`config.mk`:
```
export PLATFORM = sky130hd
export DESIGN_NAME = dms_sequencer
export DESIGN_NICKNAME = d
export VERILOG_FILES = /design/src/design/dms_pkg.sv /design/src/design/dms_reg_if.sv /design/src/design/dms_sequencer.sv /design/src/design/dms_axil_slave.sv /design/src/design/dms_edge_sync.sv
export VERILOG_INCLUDE_DIRS = /design/src /design/src/design
export SDC_FILE = /design/constraint.sdc
export NUM_CORES = 1
export LEC_CHECK = 0
export BUFFER_PORTS_ARGS = -buffer_cell sky130_fd_sc_hd__clkbuf_2
export CORE_MARGIN = 1
export CORE_UTILIZATION = 38
export CTS_BUF_LIST = sky130_fd_sc_hd__clkbuf_4 sky130_fd_sc_hd__clkbuf_8
export DETAILED_ROUTE_END_ITERATION = 6
export GPL_TIMING_DRIVEN = 0
export PLACE_DENSITY = 0.56
export SYNTH_ARGS = -nofsm -noshare
export SYNTH_HDL_FRONTEND = slang
export SYNTH_SLANG_ARGS = --single-unit
```
`constraint.sdc`:
```
create_clock -name mclk_in -period 2.6 [get_ports mclk_in]
set_clock_uncertainty 0.2 [all_clocks]
set_input_delay 0.39 -clock mclk_in [delete_from_list [all_inputs] [get_ports mclk_in]]
set_output_delay 0.39 -clock mclk_in [all_outputs]
set_load 0.01 [all_outputs]
```
`src/design/dms_consts.svh`:
```
// constants of the drive mode sequencer: offsets, fields, codes, reset values
`ifndef DMS_CONSTS_SVH
`define DMS_CONSTS_SVH

// register byte offsets
`define DMS_OFF_CMD      12'h000
`define DMS_OFF_STAT     12'h004
`define DMS_OFF_MODE     12'h008
`define DMS_OFF_VTGT     12'h00C
`define DMS_OFF_VACT     12'h010
`define DMS_OFF_BLOCK    12'h014
`define DMS_OFF_DRVSTAT  12'h018

// reset values
`define DMS_RST_CMD      16'h0000
`define DMS_RST_MODE     8'h00
`define DMS_RST_VTGT     32'h0000_0000

// mode selector codes
`define DMS_MODE_CSV     8'h09
`define DMS_MODE_TTR     8'hFF

// command word fields
`define DMS_CMD_SEQ      4
`define DMS_CMD_RESUME   6
`define DMS_CMD_HALT     8
`define DMS_CMD_START    9
`define DMS_CMD_SEL_LO   11
`define DMS_CMD_SEL_HI   15

// command low nibble codes
`define DMS_NIB_SHUT     4'h6
`define DMS_NIB_SWON     4'h7
`define DMS_NIB_ENOP     4'hF

// status word codes and fields
`define DMS_ST_DIS       16'h0050
`define DMS_ST_RDY       16'h0031
`define DMS_ST_SWON      16'h0033
`define DMS_ST_ENOP_LO   8'h37
`define DMS_ST_INPROG    8
`define DMS_ST_TREACH    10
`define DMS_ST_FOLLOW    12
`define DMS_ST_FERR      13

// drive status input fields
`define DMS_DS_BLK_DONE  0
`define DMS_DS_SEQ_END   1
`define DMS_DS_IN_WIN    2
`define DMS_DS_FERR      3
`define DMS_DS_SPEED0    4

// block numbering
`define DMS_BLK_FIRST    6'h01

`endif

```
`src/design/dms_pkg.sv`:
```
// types of the drive mode sequencer
package dms_pkg;

  typedef enum logic [1:0] {
    DMS_DEV_DIS  = 2'b00,
    DMS_DEV_RDY  = 2'b01,
    DMS_DEV_SWON = 2'b10,
    DMS_DEV_ENOP = 2'b11
  } dms_dev_t;

  typedef enum logic [1:0] {
    DMS_RUN_IDLE = 2'b00,
    DMS_RUN_MOVE = 2'b01,
    DMS_RUN_STOP = 2'b10
  } dms_run_t;

endpackage

```
`src/design/dms_reg_if.sv`:
```
// register side signals passed between bus slave and sequencer core
`timescale 1ns/10ps
interface dms_reg_if;
  logic        wr_stb;
  logic [11:0] wr_addr;
  logic [31:0] wr_data;
  logic [3:0]  wr_strb;
  logic        wr_ok;
  logic        rd_stb;
  logic [11:0] rd_addr;
  logic [31:0] rd_data;
  logic        rd_ok;

  modport slave (
    output wr_stb, wr_addr, wr_data, wr_strb, rd_stb, rd_addr,
    input  wr_ok, rd_data, rd_ok
  );
  modport core (
    input  wr_stb, wr_addr, wr_data, wr_strb, rd_stb, rd_addr,
    output wr_ok, rd_data, rd_ok
  );
endinterface

```
`src/design/dms_sequencer.sv`:
```
// drive mode sequencer: command decode, status word, block control
//
// Notes on behaviour
// (RULE1) mode selector value 9 selects cyclic synchronous velocity mode.
// (RULE2) each reference speed written in velocity mode becomes the target.
// (RULE3) cyclic modes use only the command low nibble for control.
// (RULE4) velocity status bit 12 shows following, bit 13 following error.
// (RULE5) controller limits acceleration itself; no ramp inside device.
// (RULE6) controller writes 0x00,0x06,0x07,0x0F then waits for bit 12.
// (RULE7) status answers 0x0050, 0x0031, 0x0033, low byte 0x37.
// (RULE8) enable to 0x0007 stops cyclic mode; enable again restarts.
// (RULE9) mode change is safe under 0x0007; new mode needs its sequence.
// (RULE10) controller checks status low byte 0x33 before changing mode.
// (RULE11) mode selector 0xFF selects table travel record mode.
// (RULE12) targets come from stored motion blocks; many blocks supported.
// (RULE13) halt clear: bit 4 picks single block or automatic sequence.
// (RULE14) halt bit 8 stops axis with block ramp; stays enabled.
// (RULE15) rising bit 9 starts blocks; bit 9 low stops the axis.
// (RULE16) bit 6 clear uses select field; set resumes last active block.
// (RULE17) select field n in bits 15..11 starts block n plus one.
// (RULE18) status bit 8 is high while a block or sequence runs.
// (RULE19) target reached sets when position enters the window.
// (RULE20) start edge found against command registered last cycle.
// (RULE21) without enable, mode bits are ignored and nothing starts.
//
// Design decisions made here: the register offsets and the AXI4-Lite slave port.
`timescale 1ns/10ps
`include "dms_consts.svh"
module dms_sequencer
  import dms_pkg::*;
#(
  parameter int VEL_W = 32
) (
  // clock and reset
  input  wire logic             mclk_in,
  input  wire logic             nrst_in,
  // axi4-lite write address and data
  input  wire logic [11:0]      awaddr_in,
  input  wire logic             awvalid_in,
  output logic                  awready_out,
  input  wire logic [31:0]      wdata_in,
  input  wire logic [3:0]       wstrb_in,
  input  wire logic             wvalid_in,
  output logic                  wready_out,
  // axi4-lite write response
  output logic [1:0]            bresp_out,
  output logic                  bvalid_out,
  input  wire logic             bready_in,
  // axi4-lite read
  input  wire logic [11:0]      araddr_in,
  input  wire logic             arvalid_in,
  output logic                  arready_out,
  output logic [31:0]           rdata_out,
  output logic [1:0]            rresp_out,
  output logic                  rvalid_out,
  input  wire logic             rready_in,
  // drive feedback pins
  input  wire logic [4:0]       drive_fb_in,
  // motion control outputs
  output logic [VEL_W-1:0]      vel_target_out,
  output logic                  vel_run_out,
  output logic                  blk_run_out,
  output logic                  blk_stop_out,
  output logic                  blk_auto_out,
  output logic [5:0]            blk_num_out
);

  dms_reg_if regs ();

  logic [15:0]      cmd;
  logic [15:0]      cmd_prev;
  logic [7:0]       mode;
  logic [VEL_W-1:0] vtgt_reg;
  logic [15:0]      status;
  logic [5:0]       active_blk;
  logic             resume_ok;
  logic [4:0]       fb;
  dms_dev_t         dev;
  dms_dev_t         next_dev;
  dms_run_t         run;
  dms_run_t         next_run;
  logic             mode_csv;
  logic             mode_ttr;
  logic             start_edge;
  logic [5:0]       start_blk;
  logic             was_enop;

  // ------------------------------
  // helper functions
  // ------------------------------
  function automatic logic [31:0] merge_bytes(input logic [31:0] old_v,
                                              input logic [31:0] new_v,
                                              input logic [3:0]  strb);
    logic [31:0] res;
    res = old_v;
    for (int i = 0; i < 4; i++) begin
      if (strb[i]) begin
        res[i*8 +: 8] = new_v[i*8 +: 8];
      end
    end
    return res;
  endfunction

  function automatic logic is_enop(input logic [15:0] c);
    return c[3:0] == `DMS_NIB_ENOP;
  endfunction

  // ------------------------------
  // bus front end and feedback synchroniser
  // ------------------------------
  dms_axil_slave u_slave (
    .mclk_in     (mclk_in),
    .nrst_in     (nrst_in),
    .awaddr_in   (awaddr_in),
    .awvalid_in  (awvalid_in),
    .awready_out (awready_out),
    .wdata_in    (wdata_in),
    .wstrb_in    (wstrb_in),
    .wvalid_in   (wvalid_in),
    .wready_out  (wready_out),
    .bresp_out   (bresp_out),
    .bvalid_out  (bvalid_out),
    .bready_in   (bready_in),
    .araddr_in   (araddr_in),
    .arvalid_in  (arvalid_in),
    .arready_out (arready_out),
    .rdata_out   (rdata_out),
    .rresp_out   (rresp_out),
    .rvalid_out  (rvalid_out),
    .rready_in   (rready_in),
    .regs        (regs.slave)
  );

  dms_edge_sync #(.WIDTH(5)) u_fb_sync (
    .mclk_in  (mclk_in),
    .nrst_in  (nrst_in),
    .async_in (drive_fb_in),
    .sync_out (fb)
  );

  // ------------------------------
  // register writes
  // ------------------------------

  always_comb begin
    unique case (regs.wr_addr)
      `DMS_OFF_CMD, `DMS_OFF_MODE, `DMS_OFF_VTGT: regs.wr_ok = 1'b1;
      `DMS_OFF_STAT, `DMS_OFF_VACT, `DMS_OFF_BLOCK,
      `DMS_OFF_DRVSTAT: regs.wr_ok = 1'b1;
      default: regs.wr_ok = 1'b0;
    endcase
  end

  always_ff @(posedge mclk_in or negedge nrst_in) begin
    if (!nrst_in) begin
      cmd  <= `DMS_RST_CMD;
      mode <= `DMS_RST_MODE;
    end else if (regs.wr_stb) begin
      if (regs.wr_addr == `DMS_OFF_CMD) begin
        cmd <= 16'(merge_bytes({16'h0000, cmd}, regs.wr_data,
                               regs.wr_strb));
      end
      if (regs.wr_addr == `DMS_OFF_MODE) begin
        mode <= 8'(merge_bytes({24'h000000, mode}, regs.wr_data,
                               regs.wr_strb));
      end
    end
  end

  // each written reference speed is taken as the velocity target
  always_ff @(posedge mclk_in or negedge nrst_in) begin
    if (!nrst_in) begin
      vtgt_reg <= `DMS_RST_VTGT;
    end else if (regs.wr_stb && regs.wr_addr == `DMS_OFF_VTGT) begin
      vtgt_reg <= VEL_W'(merge_bytes(32'(vtgt_reg), regs.wr_data,
                                     regs.wr_strb)); // [RULE2]
    end
  end

  // ------------------------------
  // register reads
  // ------------------------------
  always_comb begin
    regs.rd_ok   = 1'b1;
    regs.rd_data = 32'h0000_0000;
    unique case (regs.rd_addr)
      `DMS_OFF_CMD:     regs.rd_data = {16'h0000, cmd};
      `DMS_OFF_STAT:    regs.rd_data = {16'h0000, status};
      `DMS_OFF_MODE:    regs.rd_data = {24'h000000, mode};
      `DMS_OFF_VTGT:    regs.rd_data = 32'(vtgt_reg);
      `DMS_OFF_VACT:    regs.rd_data = {31'h0, vel_run_out};
      `DMS_OFF_BLOCK:   regs.rd_data = {25'h0, resume_ok, active_blk}; // [RULE16]
      `DMS_OFF_DRVSTAT: regs.rd_data = {27'h0, fb};
      default:          regs.rd_ok   = 1'b0;
    endcase
  end

  // ------------------------------
  // device state from command low nibble
  // ------------------------------
  assign mode_csv = (mode == `DMS_MODE_CSV); // [RULE1]
  assign mode_ttr = (mode == `DMS_MODE_TTR); // [RULE11]

  // only the low nibble drives device state in every mode [RULE3]
  always_comb begin
    unique case (cmd[3:0])
      `DMS_NIB_SHUT: next_dev = DMS_DEV_RDY;
      `DMS_NIB_SWON: next_dev = DMS_DEV_SWON;
      `DMS_NIB_ENOP: next_dev = DMS_DEV_ENOP;
      default:       next_dev = DMS_DEV_DIS;
    endcase
    if (next_dev == DMS_DEV_SWON && dev == DMS_DEV_DIS) begin
      next_dev = DMS_DEV_DIS;
    end
    if (next_dev == DMS_DEV_ENOP && dev != DMS_DEV_SWON
        && dev != DMS_DEV_ENOP) begin
      next_dev = dev;
    end
  end

  always_ff @(posedge mclk_in or negedge nrst_in) begin
    if (!nrst_in) begin
      dev <= DMS_DEV_DIS;
    end else begin
      dev <= next_dev;
    end
  end

  // ------------------------------
  // status word
  // ------------------------------
  always_comb begin
    unique case (dev)
      DMS_DEV_DIS:  status = `DMS_ST_DIS; // [RULE7]
      DMS_DEV_RDY:  status = `DMS_ST_RDY; // [RULE7]
      DMS_DEV_SWON: status = `DMS_ST_SWON; // [RULE7]
      DMS_DEV_ENOP: begin
        status = {8'h00, `DMS_ST_ENOP_LO}; // [RULE7]
        if (mode_csv) begin
          status[`DMS_ST_FOLLOW] = vel_run_out; // [RULE4]
          status[`DMS_ST_FERR]   = fb[`DMS_DS_FERR]; // [RULE4]
        end else if (mode_ttr) begin
          status[`DMS_ST_INPROG] = (run != DMS_RUN_IDLE); // [RULE18]
          status[`DMS_ST_TREACH] = cmd[`DMS_CMD_HALT] || !blk_run_out
                                   ? fb[`DMS_DS_SPEED0]
                                   : fb[`DMS_DS_IN_WIN]; // [RULE19]
          status[`DMS_ST_FERR]   = fb[`DMS_DS_FERR];
        end
      end
    endcase
  end

  // ------------------------------
  // cyclic velocity mode
  // ------------------------------
  // enable to switched-on stops, enable again restarts [RULE8]
  always_ff @(posedge mclk_in or negedge nrst_in) begin
    if (!nrst_in) begin
      vel_run_out    <= 1'b0;
      vel_target_out <= '0;
    end else begin
      vel_run_out    <= mode_csv && dev == DMS_DEV_ENOP; // [RULE8] [RULE9]
      vel_target_out <= (mode_csv && dev == DMS_DEV_ENOP)
                        ? vtgt_reg : '0; // [RULE2] [RULE5]
    end
  end

  // ------------------------------
  // table travel record block control
  // ------------------------------
  assign was_enop   = (dev == DMS_DEV_ENOP) && is_enop(cmd);
  // edge against the previous cycle's command word [RULE20]
  assign start_edge = cmd[`DMS_CMD_START] && !cmd_prev[`DMS_CMD_START];
  assign start_blk  = (cmd[`DMS_CMD_RESUME] && resume_ok)
                      ? active_blk // [RULE16]
                      : {1'b0, cmd[`DMS_CMD_SEL_HI:`DMS_CMD_SEL_LO]}
                        + `DMS_BLK_FIRST; // [RULE17]

  always_ff @(posedge mclk_in or negedge nrst_in) begin
    if (!nrst_in) begin
      cmd_prev <= `DMS_RST_CMD;
    end else begin
      cmd_prev <= cmd; // [RULE20]
    end
  end

  always_comb begin
    next_run = run;
    if (!was_enop || !mode_ttr) begin
      next_run = DMS_RUN_IDLE; // [RULE21]
    end else begin
      unique case (run)
        DMS_RUN_IDLE: if (start_edge && !cmd[`DMS_CMD_HALT]) begin
          next_run = DMS_RUN_MOVE; // [RULE15] [RULE13]
        end
        DMS_RUN_MOVE: begin
          if (!cmd[`DMS_CMD_START] || cmd[`DMS_CMD_HALT]) begin
            next_run = DMS_RUN_STOP; // [RULE14] [RULE15]
          end else if (fb[`DMS_DS_BLK_DONE] && (!blk_auto_out
                       || fb[`DMS_DS_SEQ_END])) begin
            next_run = DMS_RUN_IDLE; // [RULE18]
          end
        end
        DMS_RUN_STOP: begin
          if (start_edge || (cmd[`DMS_CMD_START]
              && !cmd[`DMS_CMD_HALT])) begin
            next_run = DMS_RUN_MOVE; // [RULE14]
          end
        end
        default: next_run = DMS_RUN_IDLE;
      endcase
    end
  end

  always_ff @(posedge mclk_in or negedge nrst_in) begin
    if (!nrst_in) begin
      run <= DMS_RUN_IDLE;
    end else begin
      run <= next_run;
    end
  end

  // stored block selection and resume memory [RULE12]
  always_ff @(posedge mclk_in or negedge nrst_in) begin
    if (!nrst_in) begin
      active_blk   <= `DMS_BLK_FIRST;
      resume_ok    <= 1'b0;
      blk_auto_out <= 1'b0;
    end else if (run == DMS_RUN_IDLE && next_run == DMS_RUN_MOVE) begin
      active_blk   <= start_blk; // [RULE16] [RULE17]
      blk_auto_out <= cmd[`DMS_CMD_SEQ]; // [RULE13]
      resume_ok    <= 1'b0;
    end else if (run == DMS_RUN_MOVE && next_run == DMS_RUN_STOP) begin
      resume_ok    <= 1'b1;
    end else if (run == DMS_RUN_MOVE && next_run == DMS_RUN_IDLE) begin
      resume_ok    <= 1'b0;
    end
  end

  always_ff @(posedge mclk_in or negedge nrst_in) begin
    if (!nrst_in) begin
      blk_run_out  <= 1'b0;
      blk_stop_out <= 1'b0;
      blk_num_out  <= `DMS_BLK_FIRST;
    end else begin
      blk_run_out  <= (next_run == DMS_RUN_MOVE); // [RULE13]
      blk_stop_out <= (next_run == DMS_RUN_STOP); // [RULE14] [RULE15]
      blk_num_out  <= (run == DMS_RUN_IDLE) ? start_blk : active_blk;
    end
  end

endmodule

```
`src/design/dms_axil_slave.sv`:
```
// axi4-lite slave front end of the drive mode sequencer
`timescale 1ns/10ps
module dms_axil_slave
  import dms_pkg::*;
(
  // clock and reset
  input  wire logic        mclk_in,
  input  wire logic        nrst_in,
  // write address and data
  input  wire logic [11:0] awaddr_in,
  input  wire logic        awvalid_in,
  output logic             awready_out,
  input  wire logic [31:0] wdata_in,
  input  wire logic [3:0]  wstrb_in,
  input  wire logic        wvalid_in,
  output logic             wready_out,
  // write response
  output logic [1:0]       bresp_out,
  output logic             bvalid_out,
  input  wire logic        bready_in,
  // read
  input  wire logic [11:0] araddr_in,
  input  wire logic        arvalid_in,
  output logic             arready_out,
  output logic [31:0]      rdata_out,
  output logic [1:0]       rresp_out,
  output logic             rvalid_out,
  input  wire logic        rready_in,
  // core side
  dms_reg_if.slave         regs
);

  logic        aw_full;
  logic        w_full;
  logic [11:0] aw_addr;
  logic [31:0] w_data;
  logic [3:0]  w_strb;

  // ------------------------------
  // write channel
  // ------------------------------
  assign awready_out = !aw_full && !bvalid_out;
  assign wready_out  = !w_full && !bvalid_out;
  assign regs.wr_stb  = aw_full && w_full && !bvalid_out;
  assign regs.wr_addr = aw_addr;
  assign regs.wr_data = w_data;
  assign regs.wr_strb = w_strb;

  always_ff @(posedge mclk_in or negedge nrst_in) begin
    if (!nrst_in) begin
      aw_full    <= 1'b0;
      w_full     <= 1'b0;
      aw_addr    <= 12'h000;
      w_data     <= 32'h0000_0000;
      w_strb     <= 4'h0;
      bvalid_out <= 1'b0;
      bresp_out  <= 2'h0;
    end else begin
      if (awvalid_in && awready_out) begin
        aw_full <= 1'b1;
        aw_addr <= awaddr_in;
      end
      if (wvalid_in && wready_out) begin
        w_full <= 1'b1;
        w_data <= wdata_in;
        w_strb <= wstrb_in;
      end
      if (regs.wr_stb) begin
        aw_full    <= 1'b0;
        w_full     <= 1'b0;
        bvalid_out <= 1'b1;
        bresp_out  <= regs.wr_ok ? 2'h0 : 2'h2;
      end else if (bvalid_out && bready_in) begin
        bvalid_out <= 1'b0;
      end
    end
  end

  // ------------------------------
  // read channel
  // ------------------------------
  assign arready_out  = !rvalid_out;
  assign regs.rd_stb  = arvalid_in && arready_out;
  assign regs.rd_addr = araddr_in;

  always_ff @(posedge mclk_in or negedge nrst_in) begin
    if (!nrst_in) begin
      rvalid_out <= 1'b0;
      rdata_out  <= 32'h0000_0000;
      rresp_out  <= 2'h0;
    end else if (regs.rd_stb) begin
      rvalid_out <= 1'b1;
      rdata_out  <= regs.rd_data;
      rresp_out  <= regs.rd_ok ? 2'h0 : 2'h2;
    end else if (rvalid_out && rready_in) begin
      rvalid_out <= 1'b0;
    end
  end

endmodule

```
`src/design/dms_edge_sync.sv`:
```
// two-flop synchroniser for drive feedback pins
`timescale 1ns/10ps
module dms_edge_sync #(
  parameter int WIDTH = 5
) (
  // clock and reset
  input  wire logic             mclk_in,
  input  wire logic             nrst_in,
  // data
  input  wire logic [WIDTH-1:0] async_in,
  output logic      [WIDTH-1:0] sync_out
);

  logic [WIDTH-1:0] stage1;

  // ------------------------------
  // two flip-flop crossing
  // ------------------------------
  always_ff @(posedge mclk_in or negedge nrst_in) begin
    if (!nrst_in) begin
      stage1   <= '0;
      sync_out <= '0;
    end else begin
      stage1   <= async_in;
      sync_out <= stage1;
    end
  end

endmodule

```
==> flow_metrics.py <==
metrics = {
    "critical_path": {
        "cpLargestDelayFamily": "simple AND/OR/NAND/NOR gates",
        "setup.worst_path.start_class": "flop",
        "path_cells": "nor4_1 > nand3_1 > nor3_4 > nor4bb_1 > clkbuf_4 > mux2_2",
        "crit_fanout": 8,
        "slowest_stage": "dfrtp_1",
        "path_class": "reg -> reg",
        "critPathArrivalTime_ns": 2.71,
        "crit_buf_inv": 1,
        "cp_slowest_stage_delay_ns": 0.38,
        "cp-end-kind": "flop",
        "reg2reg_slack_ns": 0.08,
        "required_ns": 2.80,
    },
    "floorplan": {
        "fp.dieW_um": 149,
        "initial_utilization_pct": 38.9,
        "die_y_um": 149,
        "core_um2": 21000,
        "fp.dieArea_um2": 22100,
        "io_pins": 155,
        "row_count": 53,
    },
    "yosys": {
        "netlist_instances": 619,
        "synth_top_area_share_pct": 62.5,
        "ys_seq_area_share_pct": 63.1,
        "synth_edf_count": 0,
        "ys_dominant_reg_cell": "dfrtp_1",
        "ys_top_cells_by_area": "dfrtp_1 (62%), mux2_2 (15%), and2_1 (2.7%)",
        "ys_warn_count": 0,
        "ys_types": 57,
        "syn_area_per_cell_um2": 13.2,
        "synth_top_area_cell": "dfrtp_1",
        "synthArstFlopShare_pct": 100,
        "netlist_area_um2": 8170,
        "synth_seq_cells": 206,
    },
    "drt": {
        "drc": 0,
        "vias": 5837,
        "wire_per_inst_um": 17.6,
        "wl_um": 20600,
        "ant_nets": 0,
        "drt_first_pass_iters": 4,
        "vias_per_cell": 4.99,
        "drt_iter0_drc": 300,
    },
    "timing": {
        "hold_viol_final": 0,
        "fin_crit_sh_pct": 96.8,
        "relSlewSlack_pct": 24.9,
        "slew_violations": 0,
        "setup_viol": 0,
        "max_freq_ghz": 0.397,
        "worst_slew_pin_slew_ns": 1.12,
        "finalWorstSetupSlack_ns": 0.0828,
        "layout_min_cycle_time_ns": 2.52,
    },
    "finish": {
        "postLayoutCoreUtil_pct": 50.8,
        "n_fill_cell": 1861,
        "drive_gt1_share_pct": 39.7,
        "nets": 940,
        "antenna_cells": 0,
        "final_cell_mix": "dfrtp_1 (204), clkbuf_2 (152), mux2_2 (108), dlygate4sd3_1 (56), clkbuf_8 (49)",
        "syn_to_final_growth_pct": 30.7,
        "final-seq-area_um2": 5160,
        "final_common_cell": "dfrtp_1",
        "multi_input_area_um2": 2870,
    },
    "run_status": {
        "status": "completed",
    },
    "power_and_ir_drop": {
        "power_frac_clock_pct": 37.9,
        "p_per_area_nw_per_um2": 767,
        "seqPwrFrac_pct": 48.7,
        "p_int_mw": 6.07,
        "p_sw_share_pct": 26.0,
        "combPwrFrac_pct": 13.3,
        "power.net_switching_mw": 2.13,
        "leakage_nw": 5.27,
        "ir_drop_mv": 0.539,
    },
    "global_routing": {
        "antenna_found_initial": 0,
        "grt_pass1_vias": 6163,
        "gr-usage-all-layers_pct": 19.4,
        "overflow": 0,
        "grt_max_degree": 110,
        "grt_first_pass_wirelength_um": 33100,
    },
    "placement": {
        "place_ws_ns": -0.206,
        "dp_hpwl_um": 14500,
        "gp_congestion": 0.900,
        "portBuffers": 151,
    },
    "clock_network": {
        "cts_tree": "yes",
        "cts_buffers": 37,
        "cts_setup_buffers": 0,
        "clk_pin_slew_ns": 0.05,
        "clock_sinks": 206,
        "clock_latency_ns": 0.52,
        "htreeDepth": 2,
        "clockBufferDepth": 3,
        "cts_root_buf": "clkbuf_8",
    },
    "min_path": {
        "hp-class": "in -> reg",
    },
    "job": {
        "drv_cap": 0,
    },
}
## worst reg2reg max path, cell delays in order (launching register included)
cell,delay (ns)
dfrtp_1,0.38
nor4_1,0.32
nand3_1,0.22
nor3_4,0.25
nor4bb_1,0.37
clkbuf_4,0.31
mux2_2,0.36
## what timing repair did
| item | in CTS | in global routing |
|---|---|---|
| gates resized for setup | 4 | 6 |
| hold buffers | 56 | 0 |
| hold endpoints to repair | 151 | 0 |
| endpoints found under the setup margin | 43 | 20 |
| cloned | 0 | 0 |
## metrics by stage
| stage | cell area, um^2 | instances | total power, mW | hold slack [ns] | TNS [ns] |
|---|---|---|---|---|---|
| global placement | 9280 | 1046 | 5.00 | 0.137 | -587.05 |
| finish | 10700 | 1169 | 8.20 | 0.0513 | 0 |
| CTS | 10700 | 1169 | 8.30 | 0.0285 | 0 |
| floorplan | 8180 | 620 | 4.64 | -0.106 | 0 |
| global route | 10700 | 1169 | 8.64 | 0.0699 | -0.402 |
| detailed placement | 9310 | 1047 | 5.08 | 0.139 | -6.03 |
## cell usage after synthesis (all sizes together), types with 3 or more instances
library cell / n
nand4: 5
or2: 3
a22oi: 8
nand2: 36
nor2b: 8
o21ai: 20
clkbuf: 13
nor2: 27
inv: 7
mux2: 110
nand2b: 5
a221oi: 5
a21oi: 20
nor4: 5
and3: 8
and2: 35
dfrtp: 204
nor3: 10
or4: 3
a22o: 18
mux2i: 4
buf: 18
nand3: 12
a31oi: 4
## worst paths after layout
| path | start | endpoint | cells past startpoint |
|---|---|---|---|
| worst min register to register | u_fb_sync.stage1[1]$_DFF_PN0_ | u_fb_sync.sync_out[1]$_DFF_PN0_ | 0 |
| worst max-delay path | u_slave.regs.wr_addr[7]$_DFFE_PN0P_ | cmd[10]$_DFFE_PN0P_ | 6 |
| min in group asynchronous | nrst_in | u_slave.rdata_out[11]$_DFFE_PN0P_ | 2 |
| worst max register to register | u_slave.regs.wr_addr[7]$_DFFE_PN0P_ | cmd[10]$_DFFE_PN0P_ | 6 |
| max in group asynchronous | nrst_in | vtgt_reg[30]$_DFFE_PN0P_ | 3 |
| worst min-delay path | awvalid_in | u_slave.aw_full$_DFFE_PN0P_ | 3 |
## metal layers
metal / track usage [%] / part of all wire, %
met2: 30.3 / 45
met5: 0 / 0
met3: 4.88 / 6.6
met1: 26.2 / 46
met4: 6.80 / 2.4
## power by group through the flow
stage / clock, mW / sequential, mW / combinational [mW]
3_5_place_dp: 0 / 4.04 / 1.04
5_1_grt: 3.37 / 4.06 / 1.21
6_report: 3.11 / 3.99 / 1.09
4_1_cts: 3.20 / 3.99 / 1.11
2_1_floorplan: 0 / 3.94 / 0.701
3_3_place_gp: 0 / 4.02 / 0.988
## cells by family after synthesis
kind of cell / after synthesis / synth area share, %
xor gates and xnor gates: 3 / 0.322
muxes: 115 / 15.9
other: 1 / 0.0459
buffers and inverters: 38 / 2.01
and+or+nand+nor: 164 / 10.8
DFF: 206 / 63.1
adders and majority gates: 1 / 0.153
AOI/OAI and AO/OA: 91 / 7.64
## layout make-up
type | count | share of cell area [%]
buffer | 31 | 1.36
inverter | 7 | 0.246
tap | 275 | 3.22
sequential | 206 | 48.3
multi-input combinational | 376 | 26.9
timing repair buffer | 208 | 12.7
clock inverter | 10 | 0.597
clock buffer | 56 | 6.75
(Power assumes the default switching activity.)
